===== src/pkg/hrsq_pkg.sv =====
// shared constants and types for the hard-reset sequencer
package hrsq_pkg;
   localparam int unsigned CLK_PERIOD_PS        = 4000;
   // least times in ns, round up to cycles
   localparam int unsigned INIT_ASSERT_TO_SELECT_NS = 400;
   localparam int unsigned INIT_ASSERT_TO_SELECT_CYC =
      (INIT_ASSERT_TO_SELECT_NS * 1000 + CLK_PERIOD_PS - 1) / CLK_PERIOD_PS;
   localparam int unsigned INIT_PULSE_MIN_NS    = 200;
   localparam int unsigned INIT_PULSE_MIN_CYC =
      (INIT_PULSE_MIN_NS * 1000 + CLK_PERIOD_PS - 1) / CLK_PERIOD_PS;
   localparam int unsigned INIT_RELEASE_TO_SELECT_NS = 200;
   localparam int unsigned INIT_RELEASE_TO_SELECT_CYC =
      (INIT_RELEASE_TO_SELECT_NS * 1000 + CLK_PERIOD_PS - 1) / CLK_PERIOD_PS;
   // two synchroniser stages and the edge detector that come before the hold-off count
   localparam int unsigned HOLD_PIPE_CYC        = 3;
   // self-init time in us, the longest figure, rounded down
   localparam int unsigned POWERUP_SELFINIT_TIME_US = 150;
   localparam int unsigned POWERUP_SELFINIT_CYC =
      (POWERUP_SELFINIT_TIME_US * 1000000) / CLK_PERIOD_PS;
   localparam int unsigned ROW_W                = 13;
   localparam logic [12:0] ROW_DEFAULT          = 13'h0000;
   localparam int unsigned CFG_W                = 16;
   localparam logic [15:0] CFG_DEFAULT          = 16'h8F1F;
   localparam int unsigned HOLD_W               = 8;

   typedef enum logic [2:0] {
      HRSQ_ST_INIT    = 3'h0,
      HRSQ_ST_RESET   = 3'h1,
      HRSQ_ST_HOLDOFF = 3'h2,
      HRSQ_ST_SELFINI = 3'h3,
      HRSQ_ST_READY   = 3'h4
   } hrsq_state_t;

   typedef enum logic [1:0] {
      HRSQ_PWR_ACTIVE = 2'h0,
      HRSQ_PWR_HYBRID = 2'h1,
      HRSQ_PWR_DEEP   = 2'h2
   } hrsq_pwr_t;

   // power-state requests from the transaction logic
   typedef struct packed {
      logic hybrid_enter;
      logic deepest_enter;
      logic wake;
   } hrsq_pwr_req_t;

   typedef struct packed {
      logic            refresh_run;
      logic            array_valid;
      logic            bus_enable;
      logic [ROW_W-1:0] row;
   } hrsq_stat_t;
endpackage


===== src/logic/hrsq_core.sv =====
// hard-reset sequencer: standby return, config defaults, refresh control
`timescale 1ns/1ps
`default_nettype none
// How it works
// - with reset pin low the device sits in standby, dropping any operation or sleep state.
// - a reset pin low restores the configuration register to its default value.
// - self-refresh stops while the reset pin is low and the array is marked invalid.
// - a reset pin low takes the device out of hybrid sleep.
// - a reset pin low takes the device out of the deepest sleep state.
// - on reset release refresh restarts with the row counter back at its default.
// - a reset low at power-up delays the self-init interval until reset goes high.
module hrsq_core
   import hrsq_pkg::*;
#(
   parameter int unsigned SELFINIT_CYC = POWERUP_SELFINIT_CYC
) (
   input  wire logic              clock_in,
   input  wire logic              arst_n_in,
   input  wire logic              reset_pin_n_in,
   input  wire logic              select_n_in,
   input  wire logic              cfg_we_in,
   input  wire logic [CFG_W-1:0]  cfg_wdata_in,
   input  wire hrsq_pwr_req_t     pwr_req_in,
   input  wire logic              refresh_tick_in,
   output logic                   txn_start_out,
   output logic [CFG_W-1:0]       cfg_out,
   output hrsq_pwr_t              pwr_state_out,
   output hrsq_stat_t             stat_out
);
   // pin synchronisers, first stage read only by the second
   logic rst_s1_ff;
   logic rst_s2_ff;
   logic sel_s1_ff;
   logic sel_s2_ff;
   always_ff @(posedge clock_in or negedge arst_n_in) begin
      if (!arst_n_in) begin
         rst_s1_ff <= 1'b0;
         rst_s2_ff <= 1'b0;
         sel_s1_ff <= 1'b1;
         sel_s2_ff <= 1'b1;
      end else begin
         rst_s1_ff <= reset_pin_n_in;
         rst_s2_ff <= rst_s1_ff;
         sel_s1_ff <= select_n_in;
         sel_s2_ff <= sel_s1_ff;
      end
   end

   logic pin_low;
   assign pin_low = !rst_s2_ff;

   localparam int unsigned SI_W = $clog2(SELFINIT_CYC + 1);
   hrsq_state_t       state_ff;
   hrsq_state_t       nxt_state;
   logic [HOLD_W-1:0] hold_cnt_ff;
   logic [SI_W-1:0]   si_cnt_ff;
   logic              sel_prev_ff;
   logic              pin_low_prev_ff;
   logic [HOLD_W-1:0] since_fall_ff;

   always_comb begin
      nxt_state = state_ff;
      unique case (state_ff)
         HRSQ_ST_INIT:    nxt_state = pin_low ? HRSQ_ST_INIT : HRSQ_ST_SELFINI;
         HRSQ_ST_RESET:   nxt_state = pin_low ? HRSQ_ST_RESET : HRSQ_ST_HOLDOFF;
         HRSQ_ST_HOLDOFF: begin
            if (pin_low)
               nxt_state = HRSQ_ST_RESET;
            else if (hold_cnt_ff == '0)
               nxt_state = HRSQ_ST_READY;
         end
         HRSQ_ST_SELFINI: begin
            if (pin_low)
               nxt_state = HRSQ_ST_INIT;
            else if (si_cnt_ff == '0 && hold_cnt_ff == '0)
               nxt_state = HRSQ_ST_READY;
         end
         HRSQ_ST_READY:   nxt_state = pin_low ? HRSQ_ST_RESET : HRSQ_ST_READY;
         default:         nxt_state = HRSQ_ST_INIT;
      endcase
   end

   always_ff @(posedge clock_in or negedge arst_n_in) begin
      if (!arst_n_in)
         state_ff <= HRSQ_ST_INIT;
      else
         state_ff <= nxt_state;
   end

   // seen low during arst, so the release of arst gives no false fall
   always_ff @(posedge clock_in or negedge arst_n_in) begin
      if (!arst_n_in)
         pin_low_prev_ff <= 1'b1;
      else
         pin_low_prev_ff <= pin_low;
   end

   // hold-off counts from every reset fall; pulse width covered by staying in reset
   // shortened by the pipeline so a select at exactly the least time is taken
   always_ff @(posedge clock_in or negedge arst_n_in) begin
      if (!arst_n_in)
         hold_cnt_ff <= '0;
      else if (pin_low && !pin_low_prev_ff)
         hold_cnt_ff <= HOLD_W'(INIT_ASSERT_TO_SELECT_CYC - HOLD_PIPE_CYC);
      else if (hold_cnt_ff != '0)
         hold_cnt_ff <= hold_cnt_ff - HOLD_W'(1);
   end

   // checker helper: cycles since the last synced reset fall, saturating
   always_ff @(posedge clock_in or negedge arst_n_in) begin
      if (!arst_n_in)
         since_fall_ff <= HOLD_W'(INIT_ASSERT_TO_SELECT_CYC);
      else if (pin_low && !pin_low_prev_ff)
         since_fall_ff <= '0;
      else if (since_fall_ff != HOLD_W'(INIT_ASSERT_TO_SELECT_CYC))
         since_fall_ff <= since_fall_ff + HOLD_W'(1);
   end

   always_ff @(posedge clock_in or negedge arst_n_in) begin
      if (!arst_n_in)
         si_cnt_ff <= SI_W'(SELFINIT_CYC);
      else if (state_ff == HRSQ_ST_INIT)
         si_cnt_ff <= SI_W'(SELFINIT_CYC);
      else if (state_ff == HRSQ_ST_SELFINI && si_cnt_ff != '0)
         si_cnt_ff <= si_cnt_ff - SI_W'(1);
   end

   logic bus_ok;
   assign bus_ok = (state_ff == HRSQ_ST_READY) && !pin_low;

   // a select that was already low when the bus opened starts nothing
   always_ff @(posedge clock_in or negedge arst_n_in) begin
      if (!arst_n_in) begin
         sel_prev_ff   <= 1'b1;
         txn_start_out <= 1'b0;
      end else begin
         sel_prev_ff   <= bus_ok ? sel_s2_ff : 1'b0;
         txn_start_out <= bus_ok && sel_prev_ff && !sel_s2_ff;
      end
   end

   always_ff @(posedge clock_in or negedge arst_n_in) begin
      if (!arst_n_in)
         cfg_out <= CFG_DEFAULT;
      else if (pin_low)
         cfg_out <= CFG_DEFAULT;
      else if (bus_ok && cfg_we_in)
         cfg_out <= cfg_wdata_in;
   end

   always_ff @(posedge clock_in or negedge arst_n_in) begin
      if (!arst_n_in)
         pwr_state_out <= HRSQ_PWR_ACTIVE;
      else if (pin_low)
         pwr_state_out <= HRSQ_PWR_ACTIVE;
      else if (bus_ok) begin
         if (pwr_req_in.deepest_enter)
            pwr_state_out <= HRSQ_PWR_DEEP;
         else if (pwr_req_in.hybrid_enter)
            pwr_state_out <= HRSQ_PWR_HYBRID;
         else if (pwr_req_in.wake)
            pwr_state_out <= HRSQ_PWR_ACTIVE;
      end
   end

   // refresh stops in the deepest state too, since that state keeps no data
   always_ff @(posedge clock_in or negedge arst_n_in) begin
      if (!arst_n_in) begin
         stat_out <= '{refresh_run: 1'b0, array_valid: 1'b0, bus_enable: 1'b0,
                       row: ROW_DEFAULT};
      end else begin
         stat_out.refresh_run <= !pin_low && pwr_state_out != HRSQ_PWR_DEEP;
         stat_out.bus_enable  <= (nxt_state == HRSQ_ST_READY) && !pin_low;
         if (pin_low)
            stat_out.array_valid <= 1'b0;
         else if (state_ff == HRSQ_ST_SELFINI && si_cnt_ff == '0)
            stat_out.array_valid <= 1'b1;
         if (pin_low)
            stat_out.row <= ROW_DEFAULT;
         else if (stat_out.refresh_run && refresh_tick_in)
            stat_out.row <= stat_out.row + ROW_W'(1);
      end
   end

   property p_cfg_default;
      @(posedge clock_in) disable iff (!arst_n_in)
      pin_low |=> (cfg_out == CFG_DEFAULT);
   endproperty
   a_cfg_default: assert property (p_cfg_default) else $error("config not default in reset");

   property p_no_refresh;
      @(posedge clock_in) disable iff (!arst_n_in)
      pin_low |=> (!stat_out.refresh_run && !stat_out.array_valid);
   endproperty
   a_no_refresh: assert property (p_no_refresh) else $error("refresh ran in reset");

   property p_exit_sleep;
      @(posedge clock_in) disable iff (!arst_n_in)
      pin_low |=> (pwr_state_out == HRSQ_PWR_ACTIVE);
   endproperty
   a_exit_sleep: assert property (p_exit_sleep) else $error("sleep kept in reset");

   property p_row_restart;
      @(posedge clock_in) disable iff (!arst_n_in)
      (pin_low ##1 !pin_low) |=> (stat_out.row == ROW_DEFAULT && stat_out.refresh_run);
   endproperty
   a_row_restart: assert property (p_row_restart) else $error("row not restarted");

   property p_holdoff;
      @(posedge clock_in) disable iff (!arst_n_in)
      $fell(rst_s2_ff) && state_ff == HRSQ_ST_READY |=> !txn_start_out [*8];
   endproperty
   a_holdoff: assert property (p_holdoff) else $error("transaction in hold-off");

   property p_holdoff_span;
      @(posedge clock_in) disable iff (!arst_n_in)
      txn_start_out |-> (since_fall_ff == HOLD_W'(INIT_ASSERT_TO_SELECT_CYC));
   endproperty
   a_holdoff_span: assert property (p_holdoff_span) else $error("start inside hold-off");

   property p_standby;
      @(posedge clock_in) disable iff (!arst_n_in)
      pin_low |=> (!stat_out.bus_enable && !txn_start_out);
   endproperty
   a_standby: assert property (p_standby) else $error("not standby in reset");

   property p_selfinit_defer;
      @(posedge clock_in) disable iff (!arst_n_in)
      (state_ff == HRSQ_ST_INIT) |-> (si_cnt_ff == SI_W'(SELFINIT_CYC) || $past(state_ff) != HRSQ_ST_INIT);
   endproperty
   a_selfinit_defer: assert property (p_selfinit_defer) else $error("self-init not deferred");

   property p_start_gated;
      @(posedge clock_in) disable iff (!arst_n_in)
      txn_start_out |-> $past(state_ff) == HRSQ_ST_READY;
   endproperty
   a_start_gated: assert property (p_start_gated) else $error("start outside ready");
endmodule
`default_nettype wire


===== config.mk =====
export PLATFORM = sky130hd
export DESIGN_NAME = hrsq_core
export DESIGN_NICKNAME = d
export VERILOG_FILES = /design/src/pkg/hrsq_pkg.sv /design/src/logic/hrsq_core.sv
export SDC_FILE = /design/constraint.sdc
export NUM_CORES = 1
export LEC_CHECK = 0
export ABC_AREA = 0
export CORE_MARGIN = 3
export CORE_UTILIZATION = 56
export CTS_CLUSTER_SIZE = 10
export DETAILED_ROUTE_END_ITERATION = 6
export DONT_BUFFER_PORTS = 1
export HOLD_SLACK_MARGIN = 0.06
export PLACE_DENSITY = 0.71
export SETUP_SLACK_MARGIN = 0.15
export SLEW_MARGIN = 20
export SYNTH_ARGS = -nofsm -noshare
export SYNTH_HDL_FRONTEND = slang
export SYNTH_SLANG_ARGS = --single-unit

===== constraint.sdc =====
create_clock -name clock_in -period 2.05 [get_ports clock_in]
set_input_delay 0 -clock clock_in [delete_from_list [all_inputs] [get_ports clock_in]]
set_output_delay 0 -clock clock_in [all_outputs]
set_load 0.1 [all_outputs]

# [Word-level counts from Yosys, hierarchy flattened]
# Cells that the tools add are included.
[word_totals] regBits=68 out_inout_bits=35
[classes] eq_ne=11 muxes=24 addsub=3 n_reduce_logical=22
[ops] op="$mux 16" n=4
[ops] op="$mux 13" n=2
[ops] op="$logic_not 16->1" n=1
[ops] op="$mux 8" n=2
[ops] op="$reduce_bool 16->1" n=1
[ops] op="$sub 16x1->16 const B" n=1
[ops] op="$mux 3" n=5
[ops] op="$pmux 3 s5" n=1
[ops] op="$mux 2" n=7
[ops] op="$add 13x1->13 const B" n=1
[ops] op="$logic_and 1x1->1" n=11
[ops] op="$logic_not 8->1" n=1
[ops] op="$ne 2x1->1 const B" n=4
[ops] op="$reduce_bool 8->1" n=1
[ops] op="$sub 8x1->8 const B" n=1
[ops] op="$eq 3x2->1 const B" n=2
[ops] op="$eq 3x3->1 const B" n=2
[ops] op="$ne 4x4->1 const B" n=1
[ops] op="$reduce_bool 2->1" n=2
[ops] op="$eq 3x1->1 const B" n=1
[ops] op="$logic_not 1->1" n=3
[ops] op="$logic_not 3->1" n=1
[ops] op="$mux 1" n=3
[ops] op="$ne 2x2->1 const B" n=1
[ops] op="$reduce_and 2->1" n=1

# [Depth between registers and ports, before layout]
[logic_depth] depth_word=7 ltp_mapped=7

# [Worst setup path before layout]
# OpenSTA, ideal clock, no wires.
[synth_timing] kind="flip-flop to flip-flop" from="reg stat_out[2] in the netlist's numbering" to="reg stat_out[12] in the netlist's numbering" n_path_buf=0 period_less_slack_ps=2200 setup_time_ps=78 path_stages_with_launch=5 arrival_time_ps=2122 required_time_ps=1972 slack_ps=-150 cell_sequence="dfrtp_1 > and4_1 > nand3_1 > or4_1 > a21oi_1"
[synth_between] elab_chain_cells=3
[synth_rtl] item="from (decl)" line="hrsq_core.sv:28" rtl="output hrsq_stat_t stat_out"
[synth_rtl] item="from (signal assigned)" line="hrsq_core.sv:169" rtl="stat_out <= '{refresh_run: 1'b0, array_valid: 1'b0, bus_enable: 1'b0,"
[synth_rtl] item="$add 13x1->13" line="hrsq_core.sv:181" rtl="stat_out.row <= stat_out.row + ROW_W'(1);"
[synth_rtl] item="$mux 13" line="hrsq_core.sv:180" rtl="else if (stat_out.refresh_run && refresh_tick_in)"
[synth_rtl] item="$mux 13" line="hrsq_core.sv:178" rtl="if (pin_low)"
# Every way passes these cells. The select of a mux whose other input is x is not followed.
# A chain may end at the register's enable or synchronous reset.

# [Worst setup path after layout]
[layout_timing] from="reg si_cnt_ff[0]" to="reg si_cnt_ff[11]"
[layout_between] elab_chain_cells=3 elab_cells_between_ends=6 classes_between="1 x add/sub; 2 x mux; 3 x reduce/logical"
[layout_rtl] item="from (decl)" line="hrsq_core.sv:56" rtl="logic [SI_W-1:0] si_cnt_ff;"
[layout_rtl] item="from (signal assigned)" line="hrsq_core.sv:121" rtl="si_cnt_ff <= SI_W'(SELFINIT_CYC);"
[layout_rtl] item="from (signal assigned)" line="hrsq_core.sv:123" rtl="si_cnt_ff <= SI_W'(SELFINIT_CYC);"
[layout_rtl] item="from (signal assigned)" line="hrsq_core.sv:125" rtl="si_cnt_ff <= si_cnt_ff - SI_W'(1);"
[layout_rtl] item="$sub 16x1->16 / $reduce_bool 16->1 (equally long branches)" line="hrsq_core.sv:125, hrsq_core.sv:124"
[layout_rtl] item="$mux 16 / $logic_and 1x1->1 (equally long branches)" line="hrsq_core.sv:124" rtl="else if (state_ff == HRSQ_ST_SELFINI && si_cnt_ff != '0)"
[layout_rtl] item="$mux 16 / $reduce_bool 2->1 (equally long branches)"
# Several ways; a longest one is shown, not always the timed one. The select of a mux whose other input is x is not followed.

==> flow_metrics.env <==
export IMPL_crit_path_end="si_cnt_ff[11]"
export IMPL_place_congestion=0.822
export IMPL_crit_required_ps=2320
export IMPL_dr_pass1_iters=4
export IMPL_power_mw=3.22
export IMPL_synthCells=330
export IMPL_fmax_ghz=0.539
export IMPL_start_kind="register"
export IMPL_critPathCaptureType="register"
export IMPL_syn_num_nets=358
export IMPL_post_route_period_util_pct=90.4
export IMPL_grt_max_degree=69
export IMPL_drt_vias_per_instance=5.72
export IMPL_worst_pin_slew_ps=896
export IMPL_ant_nets=0
export IMPL_ys_flop_type="dfrtp_1"
export IMPL_synth_top_area_share_pct=35.0
export IMPL_yosys_cell_types_count=55
export IMPL_drt_iter0_markers=130
export IMPL_crit_path_start="si_cnt_ff[0]"
export IMPL_power_density_mw_per_mm2=776
export IMPL_drc=0
export IMPL_setup_tns_ps=0
export IMPL_syn_area_mm2=0.00329
export IMPL_ys_seq_elements=68
export IMPL_setup_violations=0
export IMPL_drt_wl_total_mm=7.56
export IMPL_drive_gt1_share_pct=26.2
export IMPL_peakVddDrop_mv=0.590
export IMPL_final_hold_violation_count=0
export IMPL_layout_commonest_cell="buf_4"
export IMPL_hpwl_mm=4.63
export IMPL_numClockSinks=68
export IMPL_reg2reg_depth=6
export IMPL_initial_core_util_pct=58.7
export IMPL_cp_max_fo=5
export IMPL_max_slew_margin_pct=40.3
export IMPL_leakage_nw=1.85
export IMPL_rsz0062_at_grt="no"
export IMPL_layout_common_cells="44 x buf_4, 36 x nor2_1, 35 x dfrtp_1"
export IMPL_reg2reg_from="si_cnt_ff[0]"
export IMPL_h_tree_depth=3
export IMPL_rr_endpoint="si_cnt_ff[11]"
export IMPL_postSynth_asyncResetShare_pct=100
export IMPL_die_x_um=82.7
export IMPL_grt_overflow=0
export IMPL_slew_viol_final=0
export IMPL_die_height_um=82.7
export IMPL_status="completed"
export IMPL_coreArea_mm2=0.00561
export IMPL_clk_path_buf_depth=2
export IMPL_grt_pass1_vias=2728
export IMPL_clockRootBuffer="clkbuf_8"
export IMPL_num_vias=2707
export IMPL_syn_to_final_growth_pct=25.9
export IMPL_synth_area_top_cells="dfrtp_1 35%, dfstp_2 18%, nor2_1 4.1%"
export IMPL_diodes=0
export IMPL_synth_edf_count=0
export IMPL_rows=27
export IMPL_path_class="register to register"
export IMPL_yosysWarningCount=0
export IMPL_yosysSeqAreaShare_pct=52.5
export IMPL_worstPathArrival_ps=2120
export IMPL_numCtsBuffers=9
export IMPL_clkTransAtPathRegs_ps=80
export IMPL_grt_first_pass_wirelength_mm=12.6
export IMPL_port_buffers=0
export IMPL_hp_class="primary input to register"
export IMPL_worstSkewPairLatency_ps=340
export IMPL_r2r_slack_ps=200
export IMPL_wire_per_inst_um=16.0
export IMPL_pin_count=60
export IMPL_antenna_found_initial=0
export IMPL_avgSynthCellArea_um2=9.98
export IMPL_worst_clock_skew_ps=6.96
export IMPL_grtUsageTotal_pct=24.5
export IMPL_period_minus_slack_ps=1850
export IMPL_nNetsFinal=424
export IMPL_cts_tree="yes"
export IMPL_cap_violations=0
export IMPL_die_area_mm2=0.00683
export IMPL_synth_area_leader_cell="dfrtp_1"
[layout make-up]
cell class | count | area, um2
well taps | 72 | 90.1
clock buffers | 10 | 149
clock inverters | 6 | 61.3
multi-input cells | 231 | 1440
repair buffers | 69 | 598
fillers | 389 | 1460
flip-flops and latches | 68 | 1740
inverters | 17 | 63.8
[stage by stage]
step,instances,utilization [%],setup slack (ps),hold WS [ps],area [um2]
2_1_floorplan,330,-,183,-296,3310
3_3_place_gp,429,64.7,235,-293,3630
3_5_place_dp,429,64.7,150,-294,3630
4_1_cts,471,73.4,166,61.4,4120
5_1_grt,473,73.9,149,102,4150
6_report,473,73.9,196,84.2,4150
[per-layer routing]
metal | global-route usage (%) | share of wire, % | up-vias
li1 | - | - | 1326
met1 | 30.2 | 43 | 1296
met2 | 40.6 | 50 | 72
met3 | 6.07 | 4.8 | 13
met4 | 11.1 | 2.0 | 0
met5 | 0 | 0 | -
[kinds of logic after synthesis]
group,count (synthesis),synth area share (%)
AO/OA/AOI/OAI,51,9.81
XOR/XNOR,11,2.93
adder cells (fa/ha/maj),3,1.14
buffers and inverters,31,4.18
flip-flops,68,52.5
multiplexers,9,2.74
AND/OR/NAND/NOR,157,26.7
[how the worst min path moves through the flow]
stage	start	end	depth (start not counted)
after floorplan	arst_n_in	cfg_out[12]	0
after global placement	arst_n_in	stat_out[14]	0
after detailed placement	arst_n_in	si_cnt_ff[8]	0
after CTS	refresh_tick_in	stat_out[5]	3
after global routing	cfg_we_in	cfg_out[3]	4
final	refresh_tick_in	stat_out[3]	4
[synth_stat cells (4+ instances only)]
cell / n
dfrtp_1: 46
clkbuf_1: 7
or4_1: 7
nor2_1: 36
a21oi_1: 13
o21ai_1: 4
or3_1: 5
dfstp_2: 22
nor4_1: 7
xnor2_1: 4
nor3_1: 13
o21ai_0: 5
inv_1: 17
nand3_1: 20
and3_1: 6
a31oi_1: 11
nand2_1: 28
mux2i_1: 9
xor2_1: 7
nand4_1: 8
o31ai_1: 5
[report_power, final]
part	internal [mW]	switching [mW]	total, mW
Sequential	1.45	0.123	1.57
Clock	0.631	0.524	1.15
Combinational	0.219	0.272	0.491
Total	2.30	0.919	3.22
[sequential cells by signal, indices dropped and copies added, names as in the netlist]
register,count
cfg_out,16
hold_cnt_ff,8
pin_low_prev_ff,1
pwr_state_out,2
rst_s1_ff,1
rst_s2_ff,1
sel_prev_ff,1
sel_s1_ff,1
sel_s2_ff,1
si_cnt_ff,16
stat_out,16
state_ff,3
txn_start_out,1
[what timing repair did]
item / CTS / global route
buffers inserted: 1 / 2
endpoints found under the hold margin: 91 / 0
gates resized for setup: 0 / 2
pin swaps: 1 / 0
endpoints found under the setup margin: 7 / 13
hold buffers: 25 / 0
[worst max-delay path, cell delays in order (launching register included)]
cell     delay (ps)
dfrtp_1         400
inv_1            80
ha_1            240
and2b_1         200
and4_1          240
or4_1           470
a21oi_1         150
(Power assumes the default switching activity.)
